===== config.mk =====
export PLATFORM = sky130hd
export DESIGN_NAME = ldd_host_port
export DESIGN_NICKNAME = d
export VERILOG_FILES = /design/src/common/ldd_pkg.sv /design/src/common/ldd_seg_if.sv /design/src/rtl/ldd_char_decoder.sv /design/src/rtl/ldd_host_port.sv
export SDC_FILE = /design/constraint.sdc
export NUM_CORES = 1
export LEC_CHECK = 0
export BUFFER_PORTS_ARGS = -buffer_cell sky130_fd_sc_hd__buf_2
export CORE_ASPECT_RATIO = 1.2
export CORE_MARGIN = 2
export CORE_UTILIZATION = 62
export CTS_CLUSTER_DIAMETER = 80
export DETAILED_ROUTE_END_ITERATION = 8
export HOLD_SLACK_MARGIN = 0.05
export PLACE_DENSITY = 0.79
export SLEW_MARGIN = 30
export SYNTH_ARGS = -nofsm -noshare
export SYNTH_HDL_FRONTEND = slang
export SYNTH_SLANG_ARGS = --single-unit

===== constraint.sdc =====
create_clock -name ref_clk_in -period 6.5 [get_ports ref_clk_in]
set_input_delay 0.325 -clock ref_clk_in [delete_from_list [all_inputs] [get_ports ref_clk_in]]
set_output_delay 0.325 -clock ref_clk_in [all_outputs]
set_load 0.02 [all_outputs]

===== src/common/ldd_pkg.sv =====
/*
 * Shared constants for the eight-digit LED decoder host port: control
 * word layout, reset value, scan timing and the digit scan order.
 * Assumes a single 100 MHz clock drives every user of this package.
 */
package ldd_pkg;

    // ------------------------------------------------------------
    // Control word layout
    // ------------------------------------------------------------
    localparam int CW_ADDR_LSB = 0;
    localparam int CW_ADDR_W = 3;
    localparam int CW_BANK_BIT = 3;
    localparam int CW_RUN_BIT = 4;
    localparam int CW_DECODE_BIT = 5;
    localparam int CW_HEX_BIT = 6;
    localparam int CW_FOLLOWS_BIT = 7;
    // Zero means shut down: nothing lights before software asks for it
    localparam logic [7:0] CW_RESET = 8'h00;

    // ------------------------------------------------------------
    // Data byte layout
    // ------------------------------------------------------------
    localparam int DB_POINT_BIT = 7;
    localparam int NUM_DIGITS = 8;
    localparam int NUM_BANKS = 2;

    // ------------------------------------------------------------
    // Scan timing
    // ------------------------------------------------------------
    localparam int CLK_PERIOD_NS = 10;
    localparam int US_NS = 1000;
    localparam int CYC_PER_US = US_NS / CLK_PERIOD_NS;
    localparam int DIGIT_PERIOD_US = 320;
    localparam int BLANK_US = 10;

    typedef enum logic {
        PH_BLANK = 1'b0,
        PH_ON = 1'b1
    } ldd_phase_t;

    // Scan slot to digit index (digit n is index n-1): 2,5,1,7,8,6,4,3
    function automatic logic [2:0] ldd_scan_digit(input logic [2:0] slot);
        logic [2:0] idx;
        idx = 3'h0;
        case (slot)
            3'h0: idx = 3'h1;
            3'h1: idx = 3'h4;
            3'h2: idx = 3'h0;
            3'h3: idx = 3'h6;
            3'h4: idx = 3'h7;
            3'h5: idx = 3'h5;
            3'h6: idx = 3'h3;
            default: idx = 3'h2;
        endcase
        return idx;
    endfunction

endpackage


===== src/common/ldd_seg_if.sv =====
/*
 * Carrier between the scan logic and the character decoder.
 * Assumes the decoder is purely combinational.
 */
`timescale 1ns/1ns
`default_nettype none
interface ldd_seg_if;
    logic [3:0] code;
    logic hex_sel;
    logic [6:0] seg;

    modport decoder (input code, input hex_sel, output seg);
    modport user (output code, output hex_sel, input seg);
endinterface
`default_nettype wire


===== src/rtl/ldd_char_decoder.sv =====
/*
 * Four-bit character decoder: hexadecimal or extended BCD set.
 * Output seg is {a,b,c,d,e,f,g}, one meaning lit.
 * Assumes the user registers the result.
 */
`timescale 1ns/1ns
`default_nettype none
module ldd_char_decoder (
    ldd_seg_if.decoder dec
);
    import ldd_pkg::*;

    always_comb begin
        dec.seg = 7'h00;
        case (dec.code)
            4'h0: dec.seg = 7'h7e;
            4'h1: dec.seg = 7'h30;
            4'h2: dec.seg = 7'h6d;
            4'h3: dec.seg = 7'h79;
            4'h4: dec.seg = 7'h33;
            4'h5: dec.seg = 7'h5b;
            4'h6: dec.seg = 7'h5f;
            4'h7: dec.seg = 7'h70;
            4'h8: dec.seg = 7'h7f;
            4'h9: dec.seg = 7'h7b;
            4'ha: dec.seg = dec.hex_sel ? 7'h77 : 7'h01;
            4'hb: dec.seg = dec.hex_sel ? 7'h1f : 7'h4f;
            4'hc: dec.seg = dec.hex_sel ? 7'h4e : 7'h37;
            4'hd: dec.seg = dec.hex_sel ? 7'h3d : 7'h0e;
            4'he: dec.seg = dec.hex_sel ? 7'h4f : 7'h67;
            default: dec.seg = dec.hex_sel ? 7'h47 : 7'h00;
        endcase
    end

endmodule
`default_nettype wire


===== src/rtl/ldd_host_port.sv =====
/*
 * Eight-digit LED decoder: write-only host port, two-bank display
 * memory, entry sequencing and the multiplex scan with blanking.
 * Assumes the host strobe and bus come straight from pins, so each
 * passes a three-stage synchroniser before use.
 */
`timescale 1ns/1ns
`default_nettype none

// How it works
// - Control-only write; bank picks displayed digits
// - Follows flag set blanks, starts sequential entry
// - Eight writes fill digits one to eight
// - After eighth, unblank and ignore further writes
// - Sequence uses preceding word's format and bank
// - Single-digit word carries three-bit digit address
// - Next memory write stores byte at addressed digit
// - Per-digit decode flag; one global hex choice
// - Two nibble banks; raw bytes ignore bank
// - Decimal point shared by both banks
// - Decoded: code bits 0-3, point bit 7
// - Hex and extended-BCD character sets
// - Raw bits map directly onto segments
// - Raw one lights; point lit on zero
// - Shutdown stops scan, drivers all off
// - Writes accepted and data kept while shut down
// - FF extended-BCD or 80 raw shows blank
// - Scan order 2,5,1,7,8,6,4,3 near 390 Hz
// - Blanking gap between successive digits
module ldd_host_port #(
    parameter int unsigned DIGIT_PERIOD_US = ldd_pkg::DIGIT_PERIOD_US,
    parameter int unsigned BLANK_US = ldd_pkg::BLANK_US,
    parameter int unsigned CYC_PER_US = ldd_pkg::CYC_PER_US
) (
    input wire logic ref_clk_in,
    input wire logic rst_in,
    input wire logic write_n_in,
    input wire logic reg_select_in,
    input wire logic [7:0] host_write_bus_in,
    output logic [7:0] digit_drive_out,
    output logic [6:0] segment_out,
    output logic decimal_point_segment_out
);
    import ldd_pkg::*;

    if (BLANK_US < 1 || DIGIT_PERIOD_US <= BLANK_US ||
        DIGIT_PERIOD_US - BLANK_US > 511 || CYC_PER_US < 1 ||
        CYC_PER_US > 255) begin : g_bad_params
        $error("ldd_host_port: timing parameters out of range");
    end

    localparam logic [8:0] ON_LAST = 9'(DIGIT_PERIOD_US - BLANK_US - 1);
    localparam logic [8:0] BLANK_LAST = 9'(BLANK_US - 1);
    localparam logic [7:0] TICK_LAST = 8'(CYC_PER_US - 1);

    // ------------------------------------------------------------
    // Pin synchronisers: {strobe, select, data}
    // ------------------------------------------------------------
    logic [9:0] pin_s1_q;
    logic [9:0] pin_s2_q;
    logic [9:0] pin_s3_q;
    logic [9:0] pin_q;
    logic wr_prev_q;
    logic hold_sel_q;
    logic [7:0] hold_data_q;
    logic commit;
    logic ctrl_wr;
    logic ram_wr;

    always_ff @(posedge ref_clk_in or posedge rst_in) begin
        if (rst_in) begin
            pin_s1_q <= 10'h200;
            pin_s2_q <= 10'h200;
            pin_s3_q <= 10'h200;
            pin_q <= 10'h200;
        end else begin
            pin_s1_q <= {write_n_in, reg_select_in, host_write_bus_in};
            pin_s2_q <= pin_s1_q;
            pin_s3_q <= pin_s2_q;
            // A bit moves only once the last two stages agree
            pin_q <= (pin_s2_q & pin_s3_q) | (pin_q & (pin_s2_q ^ pin_s3_q));
        end
    end

    // Bus hold time is zero, so the byte is kept while the strobe is
    // still low and used at the strobe's rising edge.
    always_ff @(posedge ref_clk_in or posedge rst_in) begin
        if (rst_in) begin
            wr_prev_q <= 1'b1;
            hold_sel_q <= 1'b0;
            hold_data_q <= 8'h00;
        end else begin
            wr_prev_q <= pin_q[9];
            if (!pin_q[9]) begin
                hold_sel_q <= pin_q[8];
                hold_data_q <= pin_q[7:0];
            end
        end
    end

    assign commit = pin_q[9] && !wr_prev_q;
    assign ctrl_wr = commit && hold_sel_q;
    assign ram_wr = commit && !hold_sel_q;

    // ------------------------------------------------------------
    // Control word and entry sequencing
    // ------------------------------------------------------------
    logic [7:0] ctrl_q;
    logic seq_active_q;
    logic locked_q;
    logic [2:0] seq_cnt_q;
    logic ram_we;
    logic [2:0] wr_addr;
    logic cw_decode;
    logic cw_hex;
    logic cw_run;
    logic cw_bank;

    assign cw_decode = ctrl_q[CW_DECODE_BIT];
    assign cw_hex = ctrl_q[CW_HEX_BIT];
    assign cw_run = ctrl_q[CW_RUN_BIT];
    assign cw_bank = ctrl_q[CW_BANK_BIT];

    // Writes are taken in shutdown too; only the scan stops
    assign ram_we = ram_wr && !locked_q;
    assign wr_addr = seq_active_q ? seq_cnt_q
        : ctrl_q[CW_ADDR_LSB +: CW_ADDR_W];

    always_ff @(posedge ref_clk_in or posedge rst_in) begin
        if (rst_in) begin
            ctrl_q <= CW_RESET;
        end else if (ctrl_wr) begin
            ctrl_q <= hold_data_q;
        end
    end

    always_ff @(posedge ref_clk_in or posedge rst_in) begin
        if (rst_in) begin
            seq_active_q <= 1'b0;
            locked_q <= 1'b0;
            seq_cnt_q <= 3'h0;
        end else if (ctrl_wr) begin
            seq_active_q <= hold_data_q[CW_FOLLOWS_BIT];
            locked_q <= 1'b0;
            seq_cnt_q <= 3'h0;
        end else if (ram_we && seq_active_q) begin
            seq_cnt_q <= seq_cnt_q + 3'h1;
            if (seq_cnt_q == 3'h7) begin
                seq_active_q <= 1'b0;
                locked_q <= 1'b1;
            end
        end
    end

    // ------------------------------------------------------------
    // Display memory
    // ------------------------------------------------------------
    // Nibble banks; a raw byte keeps its low nibble in bank 0 and its
    // bits 6..4 in raw_hi, so a raw digit never depends on the bank.
    logic [3:0] nib_q [NUM_BANKS][NUM_DIGITS];
    logic [2:0] raw_hi_q [NUM_DIGITS];
    logic [NUM_DIGITS-1:0] point_q;
    logic [NUM_DIGITS-1:0] decoded_q;

    always_ff @(posedge ref_clk_in or posedge rst_in) begin
        if (rst_in) begin
            for (int i = 0; i < NUM_DIGITS; i++) begin
                nib_q[0][i] <= 4'h0;
                nib_q[1][i] <= 4'h0;
                raw_hi_q[i] <= 3'h0;
            end
        end else if (ram_we) begin
            if (cw_decode) begin
                nib_q[cw_bank][wr_addr] <=
                    hold_data_q[3:0];
            end else begin
                nib_q[0][wr_addr] <= hold_data_q[3:0];
                raw_hi_q[wr_addr] <= hold_data_q[6:4];
            end
        end
    end

    always_ff @(posedge ref_clk_in or posedge rst_in) begin
        if (rst_in) begin
            point_q <= 8'hff;
            decoded_q <= 8'h00;
        end else if (ram_we) begin
            point_q[wr_addr] <= hold_data_q[DB_POINT_BIT];
            decoded_q[wr_addr] <= cw_decode;
        end
    end

    // ------------------------------------------------------------
    // Scan timing: 1 us enable, then blank and on phases
    // ------------------------------------------------------------
    logic [7:0] div_q;
    logic us_tick;
    ldd_phase_t phase_q;
    logic [8:0] time_q;
    logic [2:0] slot_q;
    logic shut;

    assign shut = !cw_run;
    assign us_tick = (div_q == TICK_LAST);

    // Stopping the divider stands in for stopping the oscillator
    always_ff @(posedge ref_clk_in or posedge rst_in) begin
        if (rst_in) begin
            div_q <= 8'h00;
        end else if (shut) begin
            div_q <= 8'h00;
        end else begin
            div_q <= us_tick ? 8'h00 : div_q + 8'h01;
        end
    end

    always_ff @(posedge ref_clk_in or posedge rst_in) begin
        if (rst_in) begin
            phase_q <= PH_BLANK;
            time_q <= 9'h000;
            slot_q <= 3'h0;
        end else if (us_tick && !shut) begin
            case (phase_q)
                PH_BLANK: begin
                    if (time_q == BLANK_LAST) begin
                        phase_q <= PH_ON;
                        time_q <= 9'h000;
                    end else begin
                        time_q <= time_q + 9'h001;
                    end
                end
                default: begin
                    if (time_q == ON_LAST) begin
                        phase_q <= PH_BLANK;
                        time_q <= 9'h000;
                        slot_q <= slot_q + 3'h1;
                    end else begin
                        time_q <= time_q + 9'h001;
                    end
                end
            endcase
        end
    end

    // ------------------------------------------------------------
    // Segment source and output drivers
    // ------------------------------------------------------------
    ldd_seg_if seg_bus ();
    logic [2:0] cur_digit;
    logic [6:0] raw_seg;
    logic [7:0] raw_byte;
    logic lit_ok;

    ldd_char_decoder u_decoder (
        .dec(seg_bus.decoder)
    );

    assign cur_digit = ldd_scan_digit(slot_q);
    assign seg_bus.code = nib_q[cw_bank][cur_digit];
    assign seg_bus.hex_sel = cw_hex;
    assign raw_byte = {point_q[cur_digit], raw_hi_q[cur_digit],
        nib_q[0][cur_digit]};
    // Raw bits 6..0 are a,b,c,e,g,f,d; output order is a..g
    assign raw_seg = {raw_byte[6], raw_byte[5], raw_byte[4], raw_byte[0],
        raw_byte[3], raw_byte[1], raw_byte[2]};
    assign lit_ok = !shut && !seq_active_q && (phase_q == PH_ON);

    always_ff @(posedge ref_clk_in or posedge rst_in) begin
        if (rst_in) begin
            digit_drive_out <= 8'h00;
            segment_out <= 7'h00;
            decimal_point_segment_out <= 1'b0;
        end else if (!lit_ok) begin
            digit_drive_out <= 8'h00;
            segment_out <= 7'h00;
            decimal_point_segment_out <= 1'b0;
        end else begin
            digit_drive_out <= 8'h01 << cur_digit;
            segment_out <= decoded_q[cur_digit] ? seg_bus.seg
                : raw_seg;
            decimal_point_segment_out <= !point_q[cur_digit];
        end
    end
endmodule
`default_nettype wire


-- After elaboration in Yosys (flattened, before gate mapping)
Index checks and enable logic that the tools add are counted.
- register bits after elaboration: 203
- bits of input ports: 12
- output and inout port bits: 16
- word-level logic and storage cells: 172
- add/sub/neg operators: 4
- magnitude comparators: 8
- eq/ne operators: 24
- shift-type cells: 1
- muxes and demuxes: 59
- bitwise logic cells: 8
- reductions and logical operators: 24
- operators by type and width (operator ; count):
    32-bit 2-to-1 mux ; 5
    7-bit case mux with 15 select lines ; 1
    64-bit bitwise mux ; 1
    7-bit 2-to-1 mux ; 6
    32-bit bitwise mux ; 1
    32-bit demux with 1-bit select ; 1
    4-bit equality test (second input constant) ; 7
    9-bit 2-to-1 mux ; 3
    4-bit binary-select mux with 3-bit select ; 2
    24-bit bitwise mux ; 1
    8-bit 2-to-1 mux ; 3
    3-bit case mux with 7 select lines ; 1
    10-bit bitwise AND ; 2
    4-bit 2-to-1 mux ; 5
    3-bit 2-to-1 mux ; 6
    8-bit bitwise mux ; 2
    4-bit by 3-bit equality test with 1-bit output (second input constant) ; 4
    1-bit 2-to-1 mux ; 13
    4-bit demux with 3-bit select ; 1
    3-bit equality test (second input constant) ; 4
    6-bit 2-to-1 mux ; 2
    1-bit logical AND ; 11
    10-bit bitwise OR ; 1
    10-bit bitwise XOR ; 1
    other kinds (30) ; 44

-- Depth between registers and ports, before layout
- depth in word-level cells: 11
- depth in mapped cells: 15
- mapped depth without buffers: 11

-- Hierarchy
From an unflattened synthesis, not the netlist that was laid out.
- cell total of the unflattened synthesis: 737
- area total of the unflattened synthesis: 9426.5 µm²
- by module, submodules not included (module ; instances ; cells an instance ; area each (µm²) ; seq. area each (µm²)):
    ldd_host_port ; 1 ; 692 ; 9101.2 ; 5096.1
    ldd_char_decoder ; 1 ; 45 ; 325.3 ; 0.0

-- Worst setup path after synthesis
Ideal clock, no wire load.
- kind: register to register
- start point: register slot_q[1]
- end point: register segment_out[2]
- setup time: 0.136 ns
- data arrival time: 3.048 ns
- data required time: 6.364 ns
- setup slack: 3.316 ns
- stages on the path, launching flop included: 14
- buffers on the path: 3
- period minus slack after synthesis: 3.184 ns
- cell sequence: dfrtp_1 > clkbuf_1 > inv_1 > ha_1 > o21ai_2 > o21ai_4 > buf_6 > buf_8 > mux4_2 > a32oi_1 > nand3_2 > or3_1 > a2111oi_1 > nor3_1
- word-level cells in the longest chain between the ends: 10
- elaborated cells on any way between the ends: 35
- classes of those cells: eq/ne: 20; mux: 12; bitwise: 1; reduce/logical: 2
- RTL lines (element ; RTL line ; text):
    start: declaration ; ldd_host_port.sv:200 ; logic [2:0] slot_q;
    start signal: assignment ; ldd_host_port.sv:236 ; slot_q <= slot_q + 3'h1;
    3-bit equality test, or another cell as far along ; ldd_pkg.sv:46 ; case (slot)
    3-bit case mux with 7 select lines (*) ; ldd_pkg.sv:46 ;
    3-bit NOT with 4-bit output (implied by the code) ; ldd_host_port.sv:259, ldd_host_port.sv:262 ;
    4-bit binary-select mux with 3-bit select ; ldd_host_port.sv:259 ; assign seg_bus.code = nib_q[cw_bank][cur_digit];
    4-bit 2-to-1 mux (implied by the code) (2 in series) ; ldd_host_port.sv:259 ;
    4-bit equality test, or another cell as far along ; ldd_char_decoder.sv:15 ; case (dec.code)
    7-bit case mux with 15 select lines ; ldd_char_decoder.sv:15 ;
    7-bit 2-to-1 mux (*) ; ldd_host_port.sv:279 ; segment_out <= decoded_q[cur_digit] ? seg_bus.seg
    7-bit 2-to-1 mux (*) ; ldd_host_port.sv:273 ; end else if (!lit_ok) begin
    end signal: assignment ; ldd_host_port.sv:279 ;
    end: declaration ; ldd_host_port.sv:41 ; output logic [6:0] segment_out,
Mark *: on every way between the ends. The rest lies on a longest branch, timed or not. The select of a mux whose other input is x is not followed.
A chain may end at the register's enable or synchronous reset.

-- Worst setup path after layout
- start point: register slot_q[0]
- end point: register segment_out[1]
Same word-level chain as after synthesis.

==> metrics.md <==
| Metric | Value |
|---|---|
| Syn Area/Cell | `13.1 µm²` |
| Drt pass-1 iters | `5` |
| LEAKAGE | `4.73 nW` |
| Final period utilization | `61.4%` |
| Max_cap viols | `0` |
| Final setup TNS | `0 ps` |
| Total CTS buffers | `20` |
| Fin. Hold Viols | `0` |
| Vias in the first global route | `5959` |
| Sequential fraction of the synthesis area | `55.9%` |
| Share of layout cells above drive strength 1 | `30.7%` |
| Post-synthesis register bit count | `203` |
| Crit Path Category | `reg -> reg` |
| Critical Path End Type | `flip-flop` |
| Htree depth | `1` |
| Async set-reset flop share out of synthesis | `100%` |
| Core Region | `14400 µm²` |
| Drt drc | `0` |
| Worst skew pair latency | `490 ps` |
| Clock root buffer | `clkbuf_16` |
| Post-synthesis simple-gate area fraction | `9.61%` |
| Sw frac | `28.3%` |
| NetSw | `1.05 mW` |
| Crit path DAT | `4300 ps` |
| CTS max path bufs | `3` |
| Die ar. | `15700 µm²` |
| Fmax | `0.251 GHz` |
| Register share of total power | `48.2%` |
| Post-synth EDFFs | `0` |
| Antenna diode count | `0` |
| Placer Congestion | `0.936` |
| Die X | `115 µm` |
| Antenna violations before repair | `0` |
| Clock skew | `12.6 ps` |
| Synth top area share | `52.2%` |
| Slew Viols, Final | `0` |
| Synth Area in Adders | `2.75%` |
| Internal power | `2.66 mW` |
| HPWL after DPL | `12600 µm` |
| GRT Total Usage | `25.0%` |
| Logic pwr share | `19.9%` |
| Post-CTS Resized | `0` |
| Initial detailed-routing violation count | `484` |
| Post-Layout Cell Count | `915` |
| Largest net degree at the start of global routing | `128` |
| Post-route ant nets | `0` |
| Power Density | `366 nW/µm²` |
| Critical path required time | `6810 ps` |
| Hold-fix buffer count after cts | `10` |
| WL final | `18300 µm` |
| Synth Area in Compound Gates | `5.92%` |
| Clock power share | `31.8%` |
| Synthesized area | `9110 µm²` |
| Yosys warns | `0` |
| Status | `complete, no violations` |
| Crit path max fanout | `13` |
| Final min period | `3990 ps` |
| Post-synth top flop | `dfrtp_1` |
| Placed Cells | `868` |
| Design Area, Final | `10100 µm²` |
| Final setup violating endpoints | `0` |
| Congestion Overflow GR | `0` |
| XOR/XNOR Fraction of Synth Area | `1.54%` |
| Top cells by area, synth | `dfrtp_1 52%, mux2_2 14%, mux4_2 7.2%, dfstp_2 3.7%, ha_1 2.7%` |
| Post-CTS setup buffer count | `0` |
| # rows | `48` |
| Layout Nets | `758` |
| Chip Height | `137 µm` |
| DR vias/cell | `6.26` |
| IO buf count | `27` |
| First-pass GRT wire length | `30900 µm` |
| RSZ-0062 raised after global routing | `false` |
| Most frequent cell after synthesis | `dfrtp_1` |
| Area growth from synthesis to layout | `11.4%` |
| Worst-path clk slew | `60 ps` |
| CTS sink count | `203` |
| CTS tree | `yes` |
| Starting density of the core | `63.5%` |
| Startpoint Class | `flip-flop` |
| I/O pin cnt | `28` |
| Leading area contributor after synthesis | `dfrtp_1` |
| Syn Nets | `729` |
| Synth cell count leaders | `190 x dfrtp_1, 113 x mux2_2, 65 x nand2_1` |
| Worst vdd ir | `272 µV` |
| Routed wire per std cell | `20.0 µm` |
| Syn Inst Count | `697` |
| Multiplexer share of the synthesized area | `22.0%` |
| DP Area | `9340 µm²` |
| Largest family of logic cells by synthesized area | `multiplexers` |
| Worst-Margin Slew | `892 ps` |
| Vias | `5727` |
| Distinct cells, synth | `61` |
| Worst min-delay path category | `in -> async` |
| Slew headroom | `40.4%` |
==> layer usage <==
layer  vias up  wire (µm)  GRT usage [%]
met5         -          0              0
met4         0        501           8.81
met3        43       1060           4.30
met2       219       9430           42.8
li1       2573          -              -
met1      2892       7340           32.3
==> layout by cell type (no fill, tap or decap), types with 4 or more instances in the layout <==
cell type	netlist	layout
a21o_1	13	13
a21oi_1	11	11
a31oi_1	7	7
and2_1	9	9
and3_1	8	8
buf_2	6	27
clkbuf_16	0	21
clkbuf_8	0	4
dfrtp_1	190	190
dfstp_2	13	13
dlygate4sd3_1	0	10
ha_1	20	20
inv_1	13	12
mux2_2	113	113
mux2i_1	5	4
mux4_2	29	29
nand2_1	65	65
nand2b_1	4	4
nand3_1	31	31
nor2_1	41	41
nor3_1	5	5
o21ai_0	12	12
o21ai_1	4	4
o32ai_1	5	5
xnor2_1	11	11
xor2_1	5	5
==> critical path, stage by stage, from the launching register on <==
cell and delay (ps):
dfrtp_1 510, inv_1 230, ha_1 230, inv_1 120
o21ai_4 580, mux4_2 610, a32oi_1 180, o211ai_1 280
buf_4 260, or2_1 270, a221o_1 350, a21oi_1 120
a211oi_1 70
==> power by group through the flow <==
stage | clock [mW] | sequential [mW] | combinational [mW]
after global routing | 1.26 | 1.83 | 0.811
after global placement | 0 | 1.78 | 0.690
after detailed placement | 0 | 1.80 | 0.727
final | 1.18 | 1.79 | 0.740
after CTS | 1.20 | 1.78 | 0.737
after floorplan | 0 | 1.66 | 0.669
==> path summary, 6_finish.rpt <==
| check | start | endpoint | slack, ps | cells past startpoint |
|---|---|---|---|---|
| worst max register to register | slot_q[0] | segment_out[1] | 2510 | 12 |
| worst min-delay path | rst_in | pin_s1_q[5] | 10 | 2 |
| min in group ref_clk_in | pin_s1_q[3] | pin_s2_q[3] | 350 | 0 |
| worst max-delay path | slot_q[0] | segment_out[1] | 2510 | 12 |
| worst min register to register | pin_s1_q[3] | pin_s2_q[3] | 350 | 0 |
| max in group asynchronous | rst_in | segment_out[6] | 5320 | 3 |
==> metrics by stage <==
step	power [mW]	setup WS (ps)	utilization, %	hold slack (ps)
final	3.71	2510	70.7	13.5
after global routing	3.90	2240	70.7	83.9
after CTS	3.72	2490	70.6	51.5
after detailed placement	2.53	2510	65.1	336
after global placement	2.47	2670	65.0	332
after floorplan	2.33	657	-	329
==> registers in the layout, indices dropped and copies added (netlist names), 9 cells and up <==
| register | flops |
|---|---|
| pin_s1_q | 10 |
| nib_q | 64 |
| pin_s3_q | 10 |
| time_q | 9 |
| raw_hi_q | 24 |
| pin_q | 10 |
| pin_s2_q | 10 |
==> area by class of cell <==
class / count / area [µm²]
tap: 175 / 219
sequential: 203 / 5100
clock inverter: 8 / 97.6
multi-input combinational: 447 / 3820
inverter: 13 / 56.3
timing repair buffer: 41 / 269
clock buffer: 28 / 592
fill: 952 / 4210
==> logic make-up (layout without fill, tap and decap cells) <==
| family | after synthesis | after routing |
|---|---|---|
| buffers and inverters | 47 | 90 |
| XOR/XNOR | 16 | 16 |
| AO/OA/AOI/OAI | 78 | 78 |
| multiplexers | 148 | 148 |
| AND/OR/NAND/NOR | 185 | 185 |
| flip-flops | 203 | 203 |
| adder cells (fa/ha/maj) | 20 | 20 |
Power figures use the tool's default switching activity.
